[config.mk]
export PLATFORM = sky130hd
export DESIGN_NAME = iswk_top
export DESIGN_NICKNAME = d
export VERILOG_FILES = /design/src/hdl/iswk_pkg.sv /design/src/hdl/iswk_edge_det.sv /design/src/hdl/iswk_top.sv
export VERILOG_INCLUDE_DIRS = /design/src /design/src/hdl
export SDC_FILE = /design/constraint.sdc
export NUM_CORES = 1
export LEC_CHECK = 0
export ABC_AREA = 1
export ABC_CLOCK_PERIOD_IN_PS = 1550
export BUFFER_PORTS_ARGS = -buffer_cell sky130_fd_sc_hd__buf_2
export CAP_MARGIN = 10
export CORE_MARGIN = 2
export CORE_UTILIZATION = 40
export CTS_CLUSTER_DIAMETER = 50
export DETAILED_ROUTE_END_ITERATION = 8
export PLACE_DENSITY = 0.68
export SLEW_MARGIN = 5
export SYNTH_ARGS = -nofsm -noshare
export SYNTH_HDL_FRONTEND = slang
export SYNTH_SLANG_ARGS = --single-unit
[constraint.sdc]
create_clock -name clk -period 1.55 [get_ports clk]
set_clock_uncertainty 0.1 [all_clocks]
set_input_delay 0.2325 -clock clk [delete_from_list [all_inputs] [get_ports clk]]
set_output_delay 0.2325 -clock clk [all_outputs]
set_load 0.01 [all_outputs]
[src/hdl/iswk_defs.svh]
// Summary of operation
// [RULE_01] port pins in output mode still raise their flag when level changes
// [RULE_02] software writes zero to unused edge-mode bits 0, 1, 6 and 7
// [RULE_03] software masks, writes edge mode, clears flag, then unmasks
// [RULE_04] no acknowledge while flag or mask registers are being accessed
// [RULE_05] a new request is acknowledged during servicing, even if low priority
// [RULE_06] slow oscillator stop bit obeyed only when option byte allows it
// [RULE_07] software halts non slow-clock peripherals before executing stop
// [RULE_08] slow oscillator running at stop entry keeps running throughout stop
// [RULE_09] pending unmasked request releases halt or stop, or blocks entry
// [RULE_10] stop release holds operation stopped for 34 us before resuming
`ifndef ISWK_DEFS_SVH
`define ISWK_DEFS_SVH

`define ISWK_SRC_NUM      8
`define ISWK_EXT_A_BIT    3'h0
`define ISWK_EXT_B_BIT    3'h1
`define ISWK_FLAGS_RST    8'h00
`define ISWK_MASK_RST     8'hff
`define ISWK_EDGE_RST     8'h00
`define ISWK_EDGE_USED    8'h3c
`define ISWK_EDGE_A_LSB   2
`define ISWK_EDGE_B_LSB   4
`define ISWK_CLK_MHZ      100
`define ISWK_SETTLE_US    34
`define ISWK_SETTLE_CYC   (`ISWK_SETTLE_US * `ISWK_CLK_MHZ)

`endif

[src/hdl/iswk_pkg.sv]
package iswk_pkg;

  typedef enum logic [1:0] {
    ISWK_RUN    = 2'h0,
    ISWK_HALT   = 2'h1,
    ISWK_STOP   = 2'h3,
    ISWK_SETTLE = 2'h2
  } iswk_state_e;

  // software side of the flag, mask and edge-mode registers
  typedef struct packed {
    logic       access;
    logic       wr_flags;
    logic       wr_mask;
    logic       wr_edge;
    logic [7:0] data;
  } iswk_sw_s;

  // one port pin that doubles as an external interrupt input
  typedef struct packed {
    logic pin;
    logic out_mode;
    logic out_level;
  } iswk_pin_s;

endpackage

[src/hdl/iswk_edge_det.sv]
`timescale 1ns/10ps
module iswk_edge_det
  import iswk_pkg::*;
(
  input  wire logic       clk,
  input  wire logic       rst_n,
  input  wire iswk_pin_s  port,
  input  wire logic [1:0] mode,
  output logic            event_o
);

  logic level;
  logic prev_reg;
  logic valid_reg;

  // [RULE_01] output drive seen
  // the driven level is what the detector sees, so output toggles still count
  assign level = port.out_mode ? port.out_level : port.pin;

  always_ff @(posedge clk or negedge rst_n) begin
    if (!rst_n) begin
      prev_reg  <= 1'b0;
      valid_reg <= 1'b0;
    end else begin
      prev_reg  <= level;
      valid_reg <= 1'b1;
    end
  end

  // mode: 00 falling, 01 rising, 1x both edges
  // first cycle after reset has no history, so no event
  always_comb begin
    event_o = 1'b0;
    if (valid_reg) begin
      unique case (mode)
        2'h0:    event_o = prev_reg & ~level;
        2'h1:    event_o = ~prev_reg & level;
        default: event_o = prev_reg ^ level;
      endcase
    end
  end

endmodule // iswk_edge_det

[src/hdl/iswk_top.sv]
`timescale 1ns/10ps
`include "iswk_defs.svh"
module iswk_top
  import iswk_pkg::*;
#(
  parameter int SETTLE_CYC = `ISWK_SETTLE_CYC
)(
  input  wire logic       clk,
  input  wire logic       rstn,
  input  wire logic [7:0] periph_irq,
  input  wire iswk_pin_s  ext_irq_port_a,
  input  wire iswk_pin_s  ext_irq_port_b,
  input  wire iswk_sw_s   sw,
  input  wire logic       irq_ack,
  input  wire logic       halt_cmd,
  input  wire logic       stop_cmd,
  input  wire logic       opt_slow_osc_sw_stop,
  input  wire logic       slow_osc_stop_ctl,
  output logic [7:0]      irq_request_flags,
  output logic [7:0]      irq_mask_flags,
  output logic [7:0]      ext_irq_edge_mode,
  output logic            irq_req,
  output logic [2:0]      irq_id,
  output logic            cpu_run,
  output logic            main_clk_run,
  output logic            slow_osc_run,
  output logic [1:0]      standby_state
);

  logic              rst_meta_reg;
  logic              rst_n;
  logic              ext_a_evt;
  logic              ext_b_evt;
  logic [7:0]        events;
  logic [7:0]        pending;
  logic              wake;
  logic [2:0]        top_id;
  logic [7:0]        ack_clr;
  logic [7:0]        flags_next;
  iswk_state_e       state_reg;
  iswk_state_e       state_next;
  logic [11:0]       settle_cnt_reg;
  logic              slow_keep_reg;

  // reset released through two flops
  always_ff @(posedge clk or negedge rstn) begin
    if (!rstn) begin
      rst_meta_reg <= 1'b0;
      rst_n        <= 1'b0;
    end else begin
      rst_meta_reg <= 1'b1;
      rst_n        <= rst_meta_reg;
    end
  end

  iswk_edge_det u_edge_a (
    .clk     (clk),
    .rst_n   (rst_n),
    .port    (ext_irq_port_a),
    .mode    (ext_irq_edge_mode[`ISWK_EDGE_A_LSB +: 2]),
    .event_o (ext_a_evt)
  );

  iswk_edge_det u_edge_b (
    .clk     (clk),
    .rst_n   (rst_n),
    .port    (ext_irq_port_b),
    .mode    (ext_irq_edge_mode[`ISWK_EDGE_B_LSB +: 2]),
    .event_o (ext_b_evt)
  );

  // external pins share their slots with peripheral lines
  always_comb begin
    events                  = periph_irq;
    events[`ISWK_EXT_A_BIT] = periph_irq[`ISWK_EXT_A_BIT] | ext_a_evt;
    events[`ISWK_EXT_B_BIT] = periph_irq[`ISWK_EXT_B_BIT] | ext_b_evt;
  end

  // lowest index wins; used for both acknowledge and id
  function automatic logic [2:0] first_set(input logic [7:0] v);
    first_set = 3'h0;
    for (int i = 7; i >= 0; i--) begin
      if (v[i]) begin
        first_set = 3'(i);
      end
    end
  endfunction

  assign pending = irq_request_flags & ~irq_mask_flags;
  assign wake    = |pending;
  assign top_id  = first_set(pending);
  assign ack_clr = irq_ack ? (8'h01 << irq_id) : 8'h00;

  // a new event in the clearing cycle survives
  always_comb begin
    flags_next = irq_request_flags & ~ack_clr;
    if (sw.wr_flags) begin
      flags_next = sw.data;
    end
    flags_next = flags_next | events;
  end

  always_ff @(posedge clk or negedge rst_n) begin
    if (!rst_n) begin
      irq_request_flags <= `ISWK_FLAGS_RST;
    end else begin
      irq_request_flags <= flags_next;
    end
  end

  always_ff @(posedge clk or negedge rst_n) begin
    if (!rst_n) begin
      irq_mask_flags <= `ISWK_MASK_RST;
    end else if (sw.wr_mask) begin
      irq_mask_flags <= sw.data;
    end
  end

  // [RULE_02] unused bits dropped
  // stray writes to reserved bits cannot select a mode
  always_ff @(posedge clk or negedge rst_n) begin
    if (!rst_n) begin
      ext_irq_edge_mode <= `ISWK_EDGE_RST;
    end else if (sw.wr_edge) begin
      ext_irq_edge_mode <= sw.data & `ISWK_EDGE_USED;
    end
  end

  // [RULE_04] hold during access
  // [RULE_05] no in-service block
  // request drops for one cycle after an ack so the same id is not taken twice
  always_ff @(posedge clk or negedge rst_n) begin
    if (!rst_n) begin
      irq_req <= 1'b0;
      irq_id  <= 3'h0;
    end else begin
      irq_req <= wake & ~sw.access & ~irq_ack & (state_reg == ISWK_RUN);
      irq_id  <= top_id;
    end
  end

  // [RULE_09] wake or refuse entry
  // [RULE_10] settle after stop
  always_comb begin
    state_next = state_reg;
    unique case (state_reg)
      ISWK_RUN: begin
        if (stop_cmd) begin
          state_next = wake ? ISWK_SETTLE : ISWK_STOP;
        end else if (halt_cmd && !wake) begin
          state_next = ISWK_HALT;
        end
      end
      ISWK_HALT: begin
        if (wake) begin
          state_next = ISWK_RUN;
        end
      end
      ISWK_STOP: begin
        if (wake) begin
          state_next = ISWK_SETTLE;
        end
      end
      ISWK_SETTLE: begin
        if (settle_cnt_reg == 12'h000) begin
          state_next = ISWK_RUN;
        end
      end
    endcase
  end

  always_ff @(posedge clk or negedge rst_n) begin
    if (!rst_n) begin
      state_reg <= ISWK_RUN;
    end else begin
      state_reg <= state_next;
    end
  end

  always_ff @(posedge clk or negedge rst_n) begin
    if (!rst_n) begin
      settle_cnt_reg <= 12'h000;
    end else if (state_reg != ISWK_SETTLE) begin
      settle_cnt_reg <= 12'(SETTLE_CYC - 1);
    end else if (settle_cnt_reg != 12'h000) begin
      settle_cnt_reg <= settle_cnt_reg - 12'h001;
    end
  end

  // [RULE_08] keep slow clock in stop
  always_ff @(posedge clk or negedge rst_n) begin
    if (!rst_n) begin
      slow_keep_reg <= 1'b0;
    end else if (state_reg == ISWK_RUN && state_next == ISWK_STOP) begin
      slow_keep_reg <= slow_osc_run;
    end else if (state_reg == ISWK_RUN) begin
      slow_keep_reg <= 1'b0;
    end
  end

  // [RULE_06] stop bit gated
  // [RULE_08] running at entry stays on
  // entry edge counts too, before the keep flag has caught up
  always_ff @(posedge clk or negedge rst_n) begin
    if (!rst_n) begin
      slow_osc_run <= 1'b1;
    end else if ((slow_keep_reg || (state_reg == ISWK_RUN && slow_osc_run)) &&
                 state_next == ISWK_STOP) begin
      slow_osc_run <= 1'b1;
    end else begin
      slow_osc_run <= ~(opt_slow_osc_sw_stop & slow_osc_stop_ctl);
    end
  end

  always_ff @(posedge clk or negedge rst_n) begin
    if (!rst_n) begin
      cpu_run       <= 1'b1;
      main_clk_run  <= 1'b1;
      standby_state <= 2'h0;
    end else begin
      cpu_run       <= (state_next == ISWK_RUN);
      main_clk_run  <= (state_next == ISWK_RUN) || (state_next == ISWK_HALT);
      standby_state <= state_next;
    end
  end

  // [RULE_01] driven pin sets flag
  ext_out_flag_a: assert property (@(posedge clk) disable iff (!rst_n) // [RULE_01]
    ext_irq_port_a.out_mode && $past(ext_irq_port_a.out_mode) && $past(rst_n) &&
    (ext_irq_edge_mode[`ISWK_EDGE_A_LSB + 1] ?
      (ext_irq_port_a.out_level != $past(ext_irq_port_a.out_level)) :
      (ext_irq_port_a.out_level == ext_irq_edge_mode[`ISWK_EDGE_A_LSB] &&
       $past(ext_irq_port_a.out_level) != ext_irq_edge_mode[`ISWK_EDGE_A_LSB]))
    |=> irq_request_flags[`ISWK_EXT_A_BIT])
    else $error("output toggle on port a did not set its flag");

  // [RULE_04] no request in access
  access_hold_a: assert property (@(posedge clk) disable iff (!rst_n) // [RULE_04]
    sw.access |=> !irq_req)
    else $error("request raised during flag or mask access");

  // [RULE_05] nested acknowledge
  nested_ack_a: assert property (@(posedge clk) disable iff (!rst_n) // [RULE_05]
    state_reg == ISWK_RUN && wake && !sw.access && !irq_ack |=> irq_req)
    else $error("pending unmasked request not offered");

  // [RULE_06] stop bit gated
  osc_gate_a: assert property (@(posedge clk) disable iff (!rst_n) // [RULE_06]
    !opt_slow_osc_sw_stop |=> slow_osc_run)
    else $error("slow oscillator stopped without option permission");

  // [RULE_08] slow clock kept
  stop_keep_a: assert property (@(posedge clk) disable iff (!rst_n) // [RULE_08]
    state_reg == ISWK_STOP && slow_keep_reg |-> slow_osc_run)
    else $error("slow oscillator stopped during stop mode");

  // [RULE_09] halt wake
  halt_wake_a: assert property (@(posedge clk) disable iff (!rst_n) // [RULE_09]
    state_reg == ISWK_HALT && wake |=> state_reg == ISWK_RUN && cpu_run)
    else $error("halt not released by pending request");

  // [RULE_09] entry refused
  entry_block_a: assert property (@(posedge clk) disable iff (!rst_n) // [RULE_09]
    state_reg == ISWK_RUN && (halt_cmd || stop_cmd) && wake |=>
    state_reg != ISWK_HALT && state_reg != ISWK_STOP)
    else $error("standby entered with a request pending");

  // [RULE_10] settle length
  settle_end_a: assert property (@(posedge clk) disable iff (!rst_n) // [RULE_10]
    $rose(state_reg == ISWK_SETTLE) |-> settle_cnt_reg == 12'(SETTLE_CYC - 1)
    ##1 (state_reg == ISWK_SETTLE && !cpu_run))
    else $error("settle interval started with wrong count");

  settle_exit_a: assert property (@(posedge clk) disable iff (!rst_n) // [RULE_10]
    state_reg == ISWK_SETTLE && settle_cnt_reg == 12'h000 |=> state_reg == ISWK_RUN)
    else $error("settle interval did not end at zero");

  halt_wake_c: cover property (@(posedge clk) disable iff (!rst_n)
    state_reg == ISWK_HALT ##1 state_reg == ISWK_RUN);
  stop_settle_c: cover property (@(posedge clk) disable iff (!rst_n)
    state_reg == ISWK_STOP ##1 state_reg == ISWK_SETTLE);
  ack_c: cover property (@(posedge clk) disable iff (!rst_n)
    irq_req ##1 irq_ack);

endmodule // iswk_top

# After elaboration in Yosys (flattened, before gate mapping)
# Index checks and enable logic that the tools add are counted.
# op_classes
n_addsub	1
eq_ne	8
shift	1
n_mux	28
n_bitwise	24
n_reduce_logical	16
# ops
operator	n
12-bit two-way mux	2
3-bit two-way mux	8
8-bit AND	2
8-bit two-way mux	2
8-bit inverter	2
12-bit zero test	1
12-bit nonzero test	1
12-bit by 1-bit subtractor with 12-bit output (second input constant)	1
2-bit two-way mux	5
1-bit AND	8
2-bit by 1-bit equality test with 1-bit output (second input constant)	4
2-bit zero test	4
1-bit two-way mux	8
8-bit OR	1
2-bit one-hot mux with 4 select lines	1
8-bit OR reduction	1
1-bit by 3-bit << shifter with 8-bit output (first input constant)	1
1-bit inverter	7
2-bit equality test (second input constant)	3
1-bit logical AND	4
1-bit one-hot mux with 2 select lines	2
2-bit nonzero test	2
1-bit logical OR	2
2-bit inequality test (second input constant)	1
3 further kinds	5
# totals
reg_bits	47
in_bits	33
output_inout_bits	33
elab_cells	94

# Logic depth before layout (Yosys ltp)
# depth
word_depth	11
depth_mapped	10
ltp_nobuf	10

# Modules after synthesis
# A second synthesis with hierarchy kept.
# hier_totals
cells_unflattened	309
hier_area_um2	2493.6
# by_module_without_submodules
mod	instances	cells_each	area_each_um2	seq_area_each_um2
iswk_top	1	271	2220.9	1114.8
iswk_edge_det	2	19	136.4	50.0

# Worst setup path before layout
# No wires, ideal clock.
# synth_path
kind	reg-to-reg
startpoint	reg settle_cnt_reg[0]
endpoint	reg settle_cnt_reg[11]
setup_time_ps	126
t_arrival_ps	1265
t_required_ps	1324
slack_ps	58
path_stages_with_launch	11
n_path_buf	0
synth_period_minus_slack_ps	1492
cell_sequence	dfrtp_1 clkinv_1 ha_1 inv_1 nor2_1 nand2_1 nor2_4 nand2_1 nand3_1 nand2_1 nand3_1
# synth_via
elab_chain_len	3
word_cells_on_any_way	5
classes_between	1 x add/sub; 2 x mux; 2 x reduce/logical
# synth_lines
element	line_no	text
from (decl)	iswk_top.sv:42	logic [11:0] settle_cnt_reg;
from (signal assigned)	iswk_top.sv:184	settle_cnt_reg <= 12'(SETTLE_CYC - 1);
from (signal assigned)	iswk_top.sv:186	settle_cnt_reg <= settle_cnt_reg - 12'h001;
12-bit by 1-bit subtractor with 12-bit output	iswk_top.sv:186	
12-bit two-way mux	iswk_top.sv:185	end else if (settle_cnt_reg != 12'h000) begin
12-bit two-way mux	iswk_top.sv:183	end else if (state_reg != ISWK_SETTLE) begin
# Several ways; a longest one is shown, not always the timed one. The select of a mux whose other input is x is not followed.
# A chain may end at the register's enable or synchronous reset.

# Final worst setup path
# layout_path
startpoint	reg irq_mask_flags[4]
endpoint	reg cpu_run
# layout_via
elab_chain_len	9
word_cells_on_any_way	12
classes_between	6 x mux; 2 x bitwise; 4 x reduce/logical
# layout_lines
element	line_no	text
from (decl)	iswk_top.sv:20	output logic [7:0] irq_mask_flags,
from (signal assigned)	iswk_top.sv:113	irq_mask_flags <= `ISWK_MASK_RST;
from (signal assigned)	iswk_top.sv:115	irq_mask_flags <= sw.data;
8-bit inverter *	iswk_top.sv:89	assign pending = irq_request_flags & ~irq_mask_flags;
8-bit AND *	iswk_top.sv:89	
8-bit OR reduction *	iswk_top.sv:90	assign wake = |pending;
1-bit zero test	iswk_top.sv:150	end else if (halt_cmd && !wake) begin
1-bit logical AND	iswk_top.sv:150	
2-bit two-way mux	iswk_top.sv:150	
2-bit two-way mux	iswk_top.sv:148	if (stop_cmd) begin
2-bit one-hot mux with 4 select lines *	iswk_top.sv:146	unique case (state_reg)
2-bit zero test *	iswk_top.sv:221	cpu_run <= (state_next == ISWK_RUN);
to (signal assigned)	iswk_top.sv:221	
to (decl)	iswk_top.sv:24	output logic cpu_run,
# Every way passes the cells marked *; elsewhere a longest branch is shown, timed or not.

==> results.md <==
Critical path:
- By startpoint and endpoint, the worst setup path is classified as flop to flop.
- The maximum fanout along the worst path is 3.
- The worst setup path is captured at a flop.
- The setup slack of the most critical reg-to-reg path is 0.06 ns.
- STA puts the critical path data arrival time at 1.62 ns.
- At the worst endpoint, the required time is 1.69 ns.
- The worst setup path is launched from a flop.

Placement:
- The detailed placement HPWL is 4.08 mm.
- The count of buffers inserted at the top-level ports is 61.
- The placed instances occupy a cell area of 0.00282 sq mm.
- The congestion estimate from routability-driven global placement came to 0.874.

Floorplan:
- The initialized floorplan defines 28 standard-cell rows.
- The width of the chip is 81.7 um.
- The floorplan step defined a die boundary enclosing 0.00667 sq mm.
- The core region area is 0.00589 sq mm.
- The top-level I/O count is 66.
- The initial standard-cell utilization of the core is 0.410.
- The height of the die is 81.7 um.

Synthesis:
- The synthesized instance count is 298.
- Yosys printed 0 warnings.
- Of the synthesized area, sequential elements account for 0.493.
- Of the total synthesized cell area, the portion taken by XOR and XNOR cells is 0.00363.
- The dominant combinational cell family by area after synthesis is simple AND/OR/NAND/NOR gates.
- The post-synth design cell area is 0.00241 sq mm.
- Yosys mapped the design onto 34 distinct sky130hd cell types.
- Of the total synthesized cell area, the portion taken by full adders, half adders and majority gates is 0.0311.
- The post-synthesis compound-gate area fraction is 0.0799.
- The number of synthesized flops with an enable pin is 0.
- The top flip-flop cell by instance count after synthesis is dfrtp_1.
- The register bit total from synthesis is 47.
- The area share of and/or/nand/nor cells after synthesis is 0.296.
- The async set-or-reset flop fraction in the synthesized netlist is 1.00.
- The post-synthesis average cell area is 8.10 sq um.
- The share of synthesized area spent on multiplexers is 0.

Timing:
- Setup repair after global routing could not meet its margin everywhere.
- The part of the cycle the worst path needs is 0.959.
- The max-slew violation count came to 0.
- In the final timing run, aggregate negative setup slack is 0 ns.
- Setup violations remaining at the end of the flow were counted as 0.
- The final critical path time including I/O delays and setup is 1.49 ns.
- The final count of hold timing violations is 0.
- The maximum clock frequency is 673 MHz.

Finish:
- Measured on the finished design, the core utilization comes to 0.512.
- The flip-flop count of the largest register after layout is 12.
- The area growth from synthesis to layout is 24.9%.
- In the final layout, the share of cells above drive strength 1 is 0.323.
- The net count of the finished layout is 413.
- The final instance area is 0.00301 sq mm.
- The final antenna diode count is 0.

Detailed routing:
- The detailed-route wire length per cell is 11.7 um.
- For this block, the initial DRC count from the detailed router was 60.
- In the routed layout, each cell is associated on average with a via count of 4.71.
- In the routed design, unresolved DRC markers number 0.
- The number of nets with antenna violations after routing is 0.
- The first detailed-routing pass ran for 4 iterations.
- The detailed-route via count is 2118.
- The total length of routed wires is 5.26 mm.

Clocking:
- The clock slew seen by the registers of the worst setup and hold paths is 0.10 ns.
- The H-tree generated during clock tree synthesis spans 2 levels.
- The buffer levels on the longest clock path is 2.
- Counting every sink on the clock net gives 47.
- CTS placed an instance of clkbuf_8 at the clock tree root.
- The total CTS buffers is 5.
- Clock latency on the worst-skew pair, taken at its later pin, is 0.30 ns.
- The CTS tree is yes.

GRT:
- The overall track demand over capacity in global routing is 0.166.
- The via count of the first global-routing pass came to 1961.
- The largest net degree at the start of global routing is 28.
- The first-pass GRT wire length is 8.55 mm.
- The number of antenna violations at the first check in global routing is 0.
- The overflow left after global routing is 0.

Flow run:
- The total of max-cap violations is 0.

Pwr:
- The power density of the placed cells is 1130 mW/mm^2.
- The standby leakage power is 1.57 nW.
- Total power for the finished layout comes to 3.40 mW.
- Across the VDD grid, the largest voltage drop is 0.445 mV.

Outcome:
- The run finished with clean final reports.

Min path:
- The min-delay analysis places its worst path in the category primary input to flop.
[cell usage after synthesis, types with 2 or more instances]
| cell type | instances | area [sq um] |
|---|---|---|
| nand2_1 | 78 | 293 |
| inv_1 | 44 | 165 |
| dfrtp_1 | 36 | 901 |
| nand3_1 | 26 | 130 |
| nor2_1 | 19 | 71.3 |
| o21ai_0 | 19 | 95.1 |
| dfstp_2 | 11 | 289 |
| a21oi_1 | 10 | 50.1 |
| ha_1 | 6 | 75.1 |
| nand4_1 | 6 | 37.5 |
| nor2_2 | 5 | 31.3 |
| buf_4 | 4 | 30.0 |
| inv_2 | 3 | 11.3 |
| nor2_4 | 3 | 33.8 |
| nor3_1 | 3 | 15.0 |
| o21ai_1 | 3 | 15.0 |
| buf_2 | 2 | 10.0 |
| conb_1 | 2 | 7.51 |
| nand2_2 | 2 | 12.5 |
| nor3_2 | 2 | 20.0 |
[path summary, 6_finish.rpt]
path	cells past startpoint	endpoint	start
worst max-delay path	8	cpu_run$_DFF_PN1_	irq_mask_flags[4]$_DFFE_PN1P_
worst min-delay path	3	irq_request_flags[6]$_DFF_PN0_	periph_irq[6]
worst max register to register	8	cpu_run$_DFF_PN1_	irq_mask_flags[4]$_DFFE_PN1P_
worst min register to register	1	ext_irq_edge_mode[3]$_DFFE_PN0P_	rst_n$_DFF_PN0_
max in group asynchronous	1	slow_osc_run$_DFF_PN1_	rst_n$_DFF_PN0_
min in group asynchronous	1	ext_irq_edge_mode[3]$_DFFE_PN0P_	rst_n$_DFF_PN0_
[power breakdown]
part | switching (mW) | leakage, nW | internal, mW | total [mW]
combinational | 0.529 | 0.990 | 0.343 | 0.872
clock | 0.424 | 0.0548 | 0.486 | 0.910
sequential | 0.199 | 0.526 | 1.42 | 1.62
[layer usage]
metal / GRT usage / wire, um / vias to the layer above
met5: 0 / 0 / -
met4: 0.0400 / 40 / 0
met1: 0.216 / 2350 / 964
met2: 0.280 / 2530 / 62
met3: 0.0429 / 338 / 5
li1: - / - / 1087
[layout make-up]
cell class	instances	area, sq um
Tap cell	75	93.8
Fill cell	587	2870
Clock inverter	3	46.3
Timing Repair Buffer	72	393
Multi-Input combinational cell	200	1040
Clock buffer	5	68.8
Sequential cell	47	1190
Inverter	48	180
[worst max-delay path, stage by stage, from the launching register on]
cell and delay (ns):
dfstp_2 0.54, inv_1 0.05, nand2_1 0.08, nand2_1 0.08, nor2_2 0.15, nand2_2 0.11
buf_4 0.15, o21ai_2 0.13, inv_2 0.04
[cell usage in the layout (no fill, tap or decap), types with 2 or more instances in the layout]
| cell | synthesis | final |
|---|---|---|
| nand2_1 | 78 | 74 |
| buf_2 | 2 | 61 |
| inv_1 | 44 | 42 |
| dfrtp_1 | 36 | 35 |
| nand3_1 | 26 | 25 |
| o21ai_0 | 19 | 19 |
| nor2_1 | 19 | 16 |
| dfstp_2 | 11 | 11 |
| a21oi_1 | 10 | 10 |
| buf_4 | 4 | 9 |
| nor2_2 | 5 | 7 |
| nand2_2 | 2 | 6 |
| inv_2 | 3 | 6 |
| nand4_1 | 6 | 6 |
| ha_1 | 6 | 6 |
| conb_1 | 2 | 6 |
| clkbuf_8 | 0 | 5 |
| nor2_4 | 3 | 4 |
| nor3_1 | 3 | 3 |
| o21ai_1 | 3 | 3 |
| nand3_2 | 1 | 2 |
| nor3_2 | 2 | 2 |
| dlygate4sd3_1 | 0 | 2 |
[per-stage QoR]
stage	hold slack [ns]	std cells	worst slack, ns
floorplan	-0.163	302	0.0583
global placement	-0.0784	436	0.102
detailed placement	-0.0762	436	0.0416
CTS	0.0105	446	0.0194
global route	0.00562	450	-0.0294
finish	0.0126	450	0.0642
[what timing repair did]
action,in CTS,in global routing
hold buffers,2,0
hold endpoints to repair,3,0
setup buffers,0,4
setup endpoints to repair,0,10
resized for setup,0,12
[cell families after synthesis]
kind of cell    after synthesis
simple gates                151
buf+inv                      55
flops                        47
compound gates               36
fa+ha+maj                     6
other cells                   2
xor+xnor                      1
(Power assumes the default switching activity.)
